===== config.mk =====
export PLATFORM = sky130hd
export DESIGN_NAME = dmx_exec
export DESIGN_NICKNAME = d
export VERILOG_FILES = /design/src/dmx_pkg.sv /design/src/dmx_phase_if.sv /design/src/dmx_qphase.sv /design/src/dmx_exec.sv
export SDC_FILE = /design/constraint.sdc
export NUM_CORES = 1
export LEC_CHECK = 0
export BUFFER_PORTS_ARGS = -buffer_cell sky130_fd_sc_hd__buf_2
export CAP_MARGIN = 20
export CORE_MARGIN = 3
export CORE_UTILIZATION = 45
export CTS_CLUSTER_DIAMETER = 100
export DETAILED_ROUTE_END_ITERATION = 6
export MAX_ROUTING_LAYER = met4
export PLACE_DENSITY_LB_ADDON = 0.12
export SYNTH_ARGS = -nofsm -noshare
export SYNTH_HDL_FRONTEND = slang
export SYNTH_HIERARCHICAL = 1
export SYNTH_SLANG_ARGS = --single-unit

===== constraint.sdc =====
create_clock -name core_clk_i -period 3 [get_ports core_clk_i]
set_input_delay 0.6 -clock core_clk_i [delete_from_list [all_inputs] [get_ports core_clk_i]]
set_output_delay 0.6 -clock core_clk_i [all_outputs]
set_load 0.005 [all_outputs]

===== src/dmx_pkg.sv =====
// Purpose: shared constants and types for the data-move execution block
// Assumes: 16-bit instruction words, 12-bit data addresses, 8-bit data
// Notes:   quarter phase codes run 0..3 inside each instruction cycle
package dmx_pkg;

  // ----------------------------------------------------------------
  // widths
  // ----------------------------------------------------------------
  localparam int unsigned INSTR_W = 16;
  localparam int unsigned ADDR_W  = 12;
  localparam int unsigned DATA_W  = 8;

  // ----------------------------------------------------------------
  // quarter phases
  // ----------------------------------------------------------------
  localparam logic [1:0] PH_DECODE = 2'h0;
  localparam logic [1:0] PH_READ   = 2'h1;
  localparam logic [1:0] PH_PROC   = 2'h2;
  localparam logic [1:0] PH_WRITE  = 2'h3;

  // ----------------------------------------------------------------
  // opcode prefixes
  // ----------------------------------------------------------------
  localparam logic [3:0] OPC_COPY_SRC   = 4'hC;  // first word, source address
  localparam logic [3:0] OPC_COPY_DST   = 4'hF;  // second word, destination address
  localparam logic [7:0] OPC_LOAD_BANK  = 8'h01;
  localparam logic [7:0] OPC_LOAD_WORK  = 8'h0E;
  localparam logic [3:0] BANK_UPPER_VAL = 4'h0;

  // ----------------------------------------------------------------
  // reset values and default mapping of the working register
  // ----------------------------------------------------------------
  localparam logic [7:0]  WORK_RST     = 8'h00;
  localparam logic [7:0]  BANK_RST     = 8'h00;
  localparam logic [11:0] WORK_ADDR_DF = 12'hF80;

  // sequencing states
  typedef enum logic [1:0] {
    DMX_IDLE  = 2'b00,
    DMX_COPY1 = 2'b01,
    DMX_COPY2 = 2'b10
  } dmx_state_type;

  // pending single-word operation
  typedef enum logic [1:0] {
    DMX_OP_NONE = 2'b00,
    DMX_OP_BANK = 2'b01,
    DMX_OP_WORK = 2'b10
  } dmx_op_type;

endpackage


===== src/dmx_phase_if.sv =====
// Purpose: carries the quarter phase from the sequencer to the executor
// Assumes: one phase step per core clock
// Notes:   two-bit phase code, see dmx_pkg
`timescale 1ns/1ps
interface dmx_phase_if;
  logic [1:0] phase;

  // phase generator side
  modport gen (output phase);
  // phase consumer side
  modport use_ph (input phase);
endinterface


===== src/dmx_qphase.sv =====
// Purpose: quarter phase counter dividing each instruction cycle in four
// Assumes: single clock, asynchronous active-low reset
// Notes:   phase is a flop output, decode phase first after reset
`timescale 1ns/1ps
module dmx_qphase
  import dmx_pkg::*;
(
  // clock and reset
  input  wire logic core_clk_i,
  input  wire logic nrst_i,
  // phase out
  dmx_phase_if.gen  ph
);

  typedef struct packed {
    logic [1:0] cnt;
  } dmx_qp_type;

  dmx_qp_type st_reg;
  dmx_qp_type st_next;

  // next phase, wraps after the write quarter
  always_comb
  begin
    st_next     = st_reg;
    st_next.cnt = st_reg.cnt + 2'h1;
  end

  // state register
  always_ff @(posedge core_clk_i or negedge nrst_i)
  begin
    if (!nrst_i)
      st_reg <= '{cnt: PH_DECODE};
    else
      st_reg <= st_next;
  end

  assign ph.phase = st_reg.cnt;

endmodule


===== src/dmx_exec.sv =====
// Purpose: executes the file-to-file copy, bank load and literal load
// Assumes: program memory holds instr_i stable across the edge that ends each decode quarter;
//          data memory answers a read combinationally while dm_rd_o is high
// Notes:   other opcodes are ignored here and handled elsewhere in the core
`timescale 1ns/1ps

module dmx_exec
  import dmx_pkg::*;
#(
  parameter logic [11:0] WORK_ADDR = WORK_ADDR_DF
)
(
  // clock and reset
  input  wire logic                        core_clk_i,
  input  wire logic                        nrst_i,
  // program memory
  input  wire logic [dmx_pkg::INSTR_W-1:0] instr_i,
  output logic                             fetch_o,
  // data memory
  output logic [dmx_pkg::ADDR_W-1:0]       dm_addr_o,
  output logic                             dm_rd_o,
  input  wire logic [dmx_pkg::DATA_W-1:0]  dm_rdata_i,
  output logic                             dm_wr_o,
  output logic [dmx_pkg::DATA_W-1:0]       dm_wdata_o,
  // core registers
  output logic [dmx_pkg::DATA_W-1:0]       work_reg_o,
  output logic [dmx_pkg::DATA_W-1:0]       bank_select_reg_o
);

  // ----------------------------------------------------------------
  // quarter phase sequencer
  // ----------------------------------------------------------------
  dmx_phase_if ph_if ();

  dmx_qphase u_qphase (
    .core_clk_i (core_clk_i),
    .nrst_i     (nrst_i),
    .ph         (ph_if.gen)
  );

  logic [1:0] phase;
  assign phase = ph_if.phase;

  // ----------------------------------------------------------------
  // state
  // ----------------------------------------------------------------
  typedef struct packed {
    dmx_state_type state;
    dmx_op_type    op;
    logic [7:0]    lit;
    logic [11:0]   src;
    logic [11:0]   dst;
    logic          dst_ok;
    logic [7:0]    data;
    logic [7:0]    work;
    logic [7:0]    bank;
    logic [11:0]   addr;
    logic [7:0]    wdata;
    logic          rd;
    logic          wr;
  } dmx_exec_type;

  localparam dmx_exec_type EXEC_RST = '{
    state: DMX_IDLE, op: DMX_OP_NONE, lit: 8'h00, src: 12'h000, dst: 12'h000,
    dst_ok: 1'b0, data: 8'h00, work: WORK_RST, bank: BANK_RST, addr: 12'h000,
    wdata: 8'h00, rd: 1'b0, wr: 1'b0};

  dmx_exec_type st_reg;
  dmx_exec_type st_next;

  // next state, one step per quarter phase
  always_comb
  begin
    st_next    = st_reg;
    st_next.rd = 1'b0;
    st_next.wr = 1'b0;
    case (phase)
      PH_DECODE:
      begin
        st_next.op = DMX_OP_NONE;
        case (st_reg.state)
          DMX_IDLE:
          begin
            if (instr_i[15:12] == OPC_COPY_SRC)
            begin
              st_next.state = DMX_COPY1;
              st_next.src   = instr_i[11:0];
              if (instr_i[11:0] != WORK_ADDR)
              begin
                st_next.rd   = 1'b1;  // read issued for the read quarter
                st_next.addr = instr_i[11:0];
              end
            end
            else if (instr_i[15:8] == OPC_LOAD_BANK)
            begin
              st_next.op  = DMX_OP_BANK;
              st_next.lit = instr_i[7:0];
            end
            else if (instr_i[15:8] == OPC_LOAD_WORK)
            begin
              st_next.op  = DMX_OP_WORK;
              st_next.lit = instr_i[7:0];
            end
          end
          DMX_COPY2:
          begin
            st_next.dst    = instr_i[11:0];
            st_next.dst_ok = (instr_i[15:12] == OPC_COPY_DST);
          end
          default:
          begin
            st_next.state = DMX_IDLE;
          end
        endcase
      end
      PH_READ:
      begin
        if (st_reg.state == DMX_COPY1)
        begin
          // working register as source is taken internally
          st_next.data = (st_reg.src == WORK_ADDR) ? st_reg.work : dm_rdata_i;
        end
      end
      PH_PROC:
      begin
        // destination write lands in the last quarter, no dummy read
        if (st_reg.state == DMX_COPY2 && st_reg.dst_ok && st_reg.dst != WORK_ADDR)
        begin
          st_next.wr    = 1'b1;
          st_next.addr  = st_reg.dst;
          st_next.wdata = st_reg.data;
        end
      end
      PH_WRITE:
      begin
        case (st_reg.state)
          DMX_COPY1:
          begin
            st_next.state = DMX_COPY2;
          end
          DMX_COPY2:
          begin
            st_next.state = DMX_IDLE;
            // the stream never names counter or stack bytes here
            if (st_reg.dst_ok && st_reg.dst == WORK_ADDR)
              st_next.work = st_reg.data;
          end
          default:
          begin
            if (st_reg.op == DMX_OP_BANK)
              st_next.bank = {BANK_UPPER_VAL, st_reg.lit[3:0]};
            else if (st_reg.op == DMX_OP_WORK)
              st_next.work = st_reg.lit;
          end
        endcase
      end
      default:
      begin
        st_next = st_reg;
      end
    endcase
  end

  // state register
  always_ff @(posedge core_clk_i or negedge nrst_i)
  begin
    if (!nrst_i)
      st_reg <= EXEC_RST;
    else
      st_reg <= st_next;
  end

  // ----------------------------------------------------------------
  // outputs
  // ----------------------------------------------------------------
  assign fetch_o           = (phase == PH_DECODE);  // word taken in decode quarter
  assign dm_addr_o         = st_reg.addr;
  assign dm_rd_o           = st_reg.rd;
  assign dm_wr_o           = st_reg.wr;
  assign dm_wdata_o        = st_reg.wdata;
  assign work_reg_o        = st_reg.work;
  assign bank_select_reg_o = st_reg.bank;

  // ----------------------------------------------------------------
  // checks
  // ----------------------------------------------------------------
  logic [7:0] seen_rd_data;

  // last byte returned by data memory
  always_ff @(posedge core_clk_i or negedge nrst_i)
  begin
    if (!nrst_i)
      seen_rd_data <= 8'h00;
    else if (dm_rd_o)
      seen_rd_data <= dm_rdata_i;
  end

  AST_COPY_SAME_BYTE: assert property (
    @(posedge core_clk_i) disable iff (!nrst_i)
    (dm_wr_o && st_reg.src != WORK_ADDR) |-> dm_wdata_o == seen_rd_data)
    else $error("copied byte differs from byte read");

  AST_FULL_SRC_ADDR: assert property (
    @(posedge core_clk_i) disable iff (!nrst_i)
    dm_rd_o |-> (dm_addr_o == $past(instr_i[11:0]) && phase == PH_READ))
    else $error("source address not the full 12-bit field");

  AST_COPY_TO_WORK: assert property (
    @(posedge core_clk_i) disable iff (!nrst_i)
    (phase == PH_WRITE && st_reg.state == DMX_COPY2 && st_reg.dst_ok && st_reg.dst == WORK_ADDR)
      |=> (work_reg_o == $past(st_reg.data) && !dm_wr_o))
    else $error("copy into working register failed");

  AST_BANK_LOAD: assert property (
    @(posedge core_clk_i) disable iff (!nrst_i)
    (phase == PH_DECODE && st_reg.state == DMX_IDLE && instr_i[15:8] == OPC_LOAD_BANK)
      |-> ##4 (bank_select_reg_o == {4'h0, $past(instr_i[3:0], 4)}))
    else $error("bank load value wrong");

  AST_WORK_LOAD: assert property (
    @(posedge core_clk_i) disable iff (!nrst_i)
    (phase == PH_DECODE && st_reg.state == DMX_IDLE && instr_i[15:8] == OPC_LOAD_WORK)
      |-> ##4 (work_reg_o == $past(instr_i[7:0], 4)))
    else $error("literal load value wrong");

  AST_WRITE_LAST_QUARTER: assert property (
    @(posedge core_clk_i) disable iff (!nrst_i)
    dm_wr_o |-> (phase == PH_WRITE && !dm_rd_o && $past(st_reg.state) == DMX_COPY2))
    else $error("copy write outside last quarter of second cycle");

endmodule


==> After elaboration in Yosys (flattened, before gate mapping) <==
Cells that the tools add are included.
{ "word_totals": {"register_bits": 81, "inputBits": 26, "output_inout_bits": 39} }
{ "classes": {"n_addsub": 1, "eq_ne": 24, "n_mux": 25, "bitwise": 3, "n_reduce_logical": 19} }
{ "op_table": {"columns": ["cell", "count"], "rows": [
  ["$mux W12", 4],
  ["$mux W8", 4],
  ["$mux W10", 3],
  ["$eq A12 B12 Y1 const B", 2],
  ["$ne A12 B12 Y1 const B", 2],
  ["$pmux W12 S2", 1],
  ["$mux W22", 1],
  ["$mux W20", 1],
  ["$pmux W8 S2", 1],
  ["$pmux W2 S2", 3],
  ["$reduce_and A5 Y1", 2],
  ["$eq A2 B2 Y1 const B", 4],
  ["$eq A4 B4 Y1 const B", 2],
  ["$eq A8 B1 Y1 const B", 1],
  ["$eq A8 B4 Y1 const B", 1],
  ["$ne A2 B1 Y1 const B", 4],
  ["$reduce_and A4 Y1", 2],
  ["$reduce_bool A2 Y1", 4],
  ["$eq A2 B1 Y1 const B", 3],
  ["$mux W1", 6],
  ["$ne A2 B2 Y1 const B", 3],
  ["$ne A3 B3 Y1 const B", 2],
  ["$reduce_and A2 Y1", 3],
  ["$reduce_and A3 Y1", 2],
  ["6 further kinds", 11]
]} }

==> Logic depth before layout (Yosys ltp) <==
{ "logic_depth": {"ltp_word": 5, "ltp_mapped": 8} }

==> Cells and area by module <==
The synthesis kept the hierarchy.
{ "by_module_without_submodules": {"columns": ["module", "instances", "cells_per_inst", "area_per_inst_um2", "seq_area_each_um2"], "rows": [
  ["dmx_exec", 1, 304, 3908.7, 1976.9],
  ["dmx_qphase", 1, 4, 62.6, 50.0]
]} }

==> Worst setup path after synthesis <==
Ideal clock, no wire load.
{ "synth_path": {"path_kind": "flip-flop to flip-flop", "from": "register u_qphase.st_reg, in the netlist u_qphase/ph.phase[0]", "to": "register st_reg, in the netlist dm_addr_o[10]", "setup_ps": 125, "arrival_time_ps": 2157, "required_time_ps": 2875, "setup_slack_ps": 718, "stages_incl_launch_ff": 9, "n_path_buf": 2, "period_less_slack_ps": 2282, "path_cell_list": "dfrtp_1 inv_1 ha_1 clkbuf_1 nand2b_1 a221o_1 a221oi_2 buf_6 mux2_4"} }
{ "synth_via": {"elab_chain_cells": 3} }
{ "synth_lines": {"columns": ["item", "line_no", "source"], "rows": [
  ["start: declaration", "dmx_qphase.sv:19", "dmx_qp_type st_reg;"],
  ["start signal: assignment", "dmx_qphase.sv:33", "st_reg <= '{cnt: PH_DECODE};"],
  ["start signal: assignment", "dmx_qphase.sv:35", "st_reg <= st_next;"],
  ["$logic_not A2 Y1 *", null, null],
  ["named net fetch_o", "dmx_exec.sv:18", "output logic fetch_o,"],
  ["$ne A2 B1 Y1 (no source line) / $reduce_bool A2 Y1 (equally long branches)", null, null],
  ["$reduce_and A5 Y1 (no source line)", null, null],
  ["end signal: assignment", "dmx_exec.sv:170", "st_reg <= st_next;"],
  ["end: declaration", "dmx_exec.sv:68", "dmx_exec_type st_reg;"]
]} }
The timed path passes the listed nets; every way through them passes the cells marked *.
A chain may end at the register's enable or synchronous reset.

==> Final worst setup path <==
{ "layout_path": {"from": "register u_qphase.st_reg, in the netlist u_qphase/ph.phase[0]", "to": "register st_reg, in the netlist dm_addr_o[0]"} }
{ "layout_via": {"elab_chain_cells": 3} }
{ "layout_lines": {"columns": ["item", "line_no", "source"], "rows": [
  ["$eq A2 B2 Y1 / $logic_not A2 Y1 (equally long branches)", "dmx_exec.sv:77", "case (phase)"],
  ["$ne A2 B2 Y1 (no source line), or another cell as far along", null, null],
  ["$reduce_and A5 Y1 (no source line)", null, null]
]} }
Parallel ways exist; a longest one is shown, timed or not.

==> impl_metrics.csv <==
group,metric,value,unit
routing,antenna_left,0,
routing,drt_wl_total,8180,um
layout,finish.net_count,378,
sta,setup_slack,662,ps
worst_setup_path,crit_path_end_kind,"register",
cts,cts_sinks,81,
worst_setup_path,worstPathCellList,"inv_1 -> ha_1 -> nand2b_1 -> a221o_1 -> a221oi_2 -> buf_4 -> mux2_1",
yosys,synth_xor_area_share,0.221,%
sta,tns,0,ps
yosys,syn_avg_cell_area,12.9,sq um
worst_setup_path,r2r_cells,7,
worst_setup_path,slowest_stage,"dfrtp_1",
sta,slew_headroom,41.5,%
worst_setup_path,cpPeakStageDelay,430,ps
run_status,status,"completed",
floorplan,die_y,99.9,um
yosys,syn_area,3970,sq um
worst_setup_path,worstPathArrival,2560,ps
routing,met3_length,436,um
sta,final_hold_viol_count,0,
routing,post_drt_wl_per_cell,18.1,um
worst_setup_path,r2r_slack,660,ps
placement,post-place-ws,623,ps
routing,dr.max_layer_used,"met4",
worst_setup_path,rr_endpoint,"dm_addr_o[0]$_DFFE_PN0P_",
cts,clockRootBuffer,"clkbuf_8",
cts,cts_hold_buf,0,
pwr,leakage,2.12,nW
sta,fmax,428,MHz
layout,drive_gt1_share,40.5,%
sta,skew,7.77,ps
sta,fin_crit,2340,ps
pwr,powerDensity,714,nW/um^2
routing,num_vias,2422,
floorplan,die-area,9990,sq um
global_routing,grt_usage,18.4,%
pwr,p_total,3.12,mW
sta,tightest_slew,869,ps
global_routing,antenna_found_initial,0,
routing,wl_met1,3790,um
cts,cts.htree.levels,3,
worst_setup_path,critical_path_required,3230,ps
floorplan,fp-row-count,33,
layout,diodes,0,
routing,via_per_inst,5.35,
floorplan,start_util,47.4,%
worst_setup_path,critical_path_class,"register to register",
cts,path_clk_slew,80,ps
global_routing,grt_pass1_wl,13600,um
cts,cts_tree,"done",
layout,syn_to_final_growth,9.89,%
yosys,synth_seq_area_share,51.0,%
yosys,synth_top_family_by_area,"multiplexers",
sta,final_max_slew_viol_count,0,
worst_setup_path,timing.rr.start,"u_qphase/ph.phase[0]$_DFF_PN0_",
sta,finalSetupViolations,0,
cts,cts_setup_buffers,0,
cts,cts_resized,0,
yosys,synth.area.mux_share,24.1,%
floorplan,ios,65,
sta,finalCritPeriodShare,77.9,%
global_routing,overflow,0,
placement,numPortBuffers,60,
yosys,synth_compound_area_share,5.67,%
job,drv_cap,0,
routing,drt_pass1_iterations,4,
routing,drc,0,
yosys,syn_inst,308,
pwr,vdd_drop_max,0.277,mV
global_routing,first_global_vias,2512,
floorplan,design.core.area,8380,sq um
routing,drt_iter0_markers,109,
sta,fin_hold_ws,167,ps
placement,place.gp.congestion,0.793,
cts,clock_path_buffers,2,
floorplan,dieWidth,99.9,um
yosys,yosysWarnings,6,
worst_setup_path,cp-start-kind,"register",
placement,dp_hpwl,5840,um
yosys,ys_ff_latch,81,
hold_path,hp-class,"input pin to async pin",
layout,largest_reg_flops,45,
cts,cts_buffers,9,
worst_setup_path,path_max_fanout,12,
yosys,synth_simple_gate_area_share,7.66,%
routing,wl_met2,3810,um
cts,clkLatencyLatePin,350,ps
yosys,synthAdderAreaFrac,2.21,%
sta,rsz0062_at_grt,"false",
yosys,synth.distinct_cells,42,
global_routing,grt_max_degree,82,
==> critical path: cells and delay by family (launching register included) <==
kind	cells	cell delay (ps)
and+or+nand+nor	1	230
muxes	1	350
DFF	1	430
buffers and inverters	2	370
AOI/OAI and AO/OA	2	520
adders and majority gates	1	330
==> power breakdown <==
part	total (mW)	switching (mW)	internal, mW
registers	1.61	0.204	1.41
logic	0.741	0.309	0.432
clock network	0.765	0.371	0.394
total	3.12	0.884	2.23
==> final cells by class <==
class	count	area [sq um]
clock buffers	10	138
clock inverters	4	45.0
fillers	767	4020
inverters	9	33.8
multi-input cells	175	1600
flip-flops and latches	81	2030
well taps	105	131
repair buffers	69	390
==> metal layers <==
layer,global-route usage [%],vias up
met5,-,-
met2,27.1,65
met1,25.0,1222
met3,3.61,11
met4,7.25,0
li1,-,1124
==> stage by stage <==
stage / instances / instance area, sq um / utilization (%)
2_1_floorplan: 311 / 3980 / -
3_3_place_gp: 438 / 4150 / 49.6
3_5_place_dp: 438 / 4150 / 49.6
4_1_cts: 452 / 4340 / 51.7
5_1_grt: 453 / 4360 / 52.1
6_report: 453 / 4360 / 52.1
==> cell usage in the layout, fill, tap and decap left out, drive strengths merged, types with 2 or more instances in the layout <==
cell	count
clkbuf	10
nand2	13
a21oi	9
or4	3
nand3	2
ha	7
buf	69
mux2i	11
nor4	4
or4b	2
dfrtp	81
nand2b	3
o2bb2ai	7
mux2	72
conb	4
a22o	5
nor3	3
o21ai	3
nor2	11
nand4	4
clkinv	3
inv	9
==> cells in the mapped netlist, drive strengths merged <==
cell / instances / area (sq um)
buf: 40 / 300
a221oi: 1 / 15.0
xor2: 1 / 8.76
conb: 1 / 3.75
nand2b: 3 / 18.8
o2bb2ai: 7 / 61.3
nand4bb: 1 / 11.3
mux2: 72 / 848
and3: 1 / 6.26
a21oi: 9 / 45.0
nor4b: 1 / 8.76
nand4: 4 / 25.0
or3: 1 / 6.26
o21bai: 1 / 7.51
ha: 7 / 87.6
nand3: 2 / 10.0
nor2: 11 / 41.3
and2: 1 / 6.26
inv: 9 / 33.8
nand2: 13 / 48.8
nor3: 3 / 31.3
a311o: 1 / 10.0
nor4: 4 / 40.0
mux2i: 11 / 110
o31a: 1 / 8.76
or4: 3 / 30.0
clkbuf: 6 / 22.5
a221o: 1 / 10.0
o32ai: 1 / 8.76
or4b: 2 / 20.0
o21ai: 3 / 15.0
dfrtp: 81 / 2030
a22o: 5 / 43.8
==> cell families (layout without fill, tap and decap cells) <==
kind of cell | after synthesis | after routing
simple gates | 50 | 50
compound gates | 30 | 30
mux | 83 | 83
other cells | 1 | 4
fa+ha+maj | 7 | 7
xor+xnor | 1 | 1
flops | 81 | 81
buf+inv | 55 | 92
==> how the worst max path moves through the flow <==
stage | start | endpoint | slack [ps] | depth (start not counted)
final | u_qphase/ph.phase[0]$_DFF_PN0_ | dm_addr_o[0]$_DFFE_PN0P_ | 660 | 7
after global routing | u_qphase/ph.phase[0]$_DFF_PN0_ | dm_addr_o[0]$_DFFE_PN0P_ | 500 | 7
after CTS | u_qphase/ph.phase[0]$_DFF_PN0_ | dm_addr_o[0]$_DFFE_PN0P_ | 640 | 7
after detailed placement | instr_i[5] | dm_addr_o[1]$_DFFE_PN0P_ | 620 | 6
after global placement | instr_i[5] | dm_addr_o[0]$_DFFE_PN0P_ | 660 | 6
after floorplan | u_qphase/ph.phase[0]$_DFF_PN0_ | dm_addr_o[10]$_DFFE_PN0P_ | 720 | 8
Power figures use the tool's default switching activity.
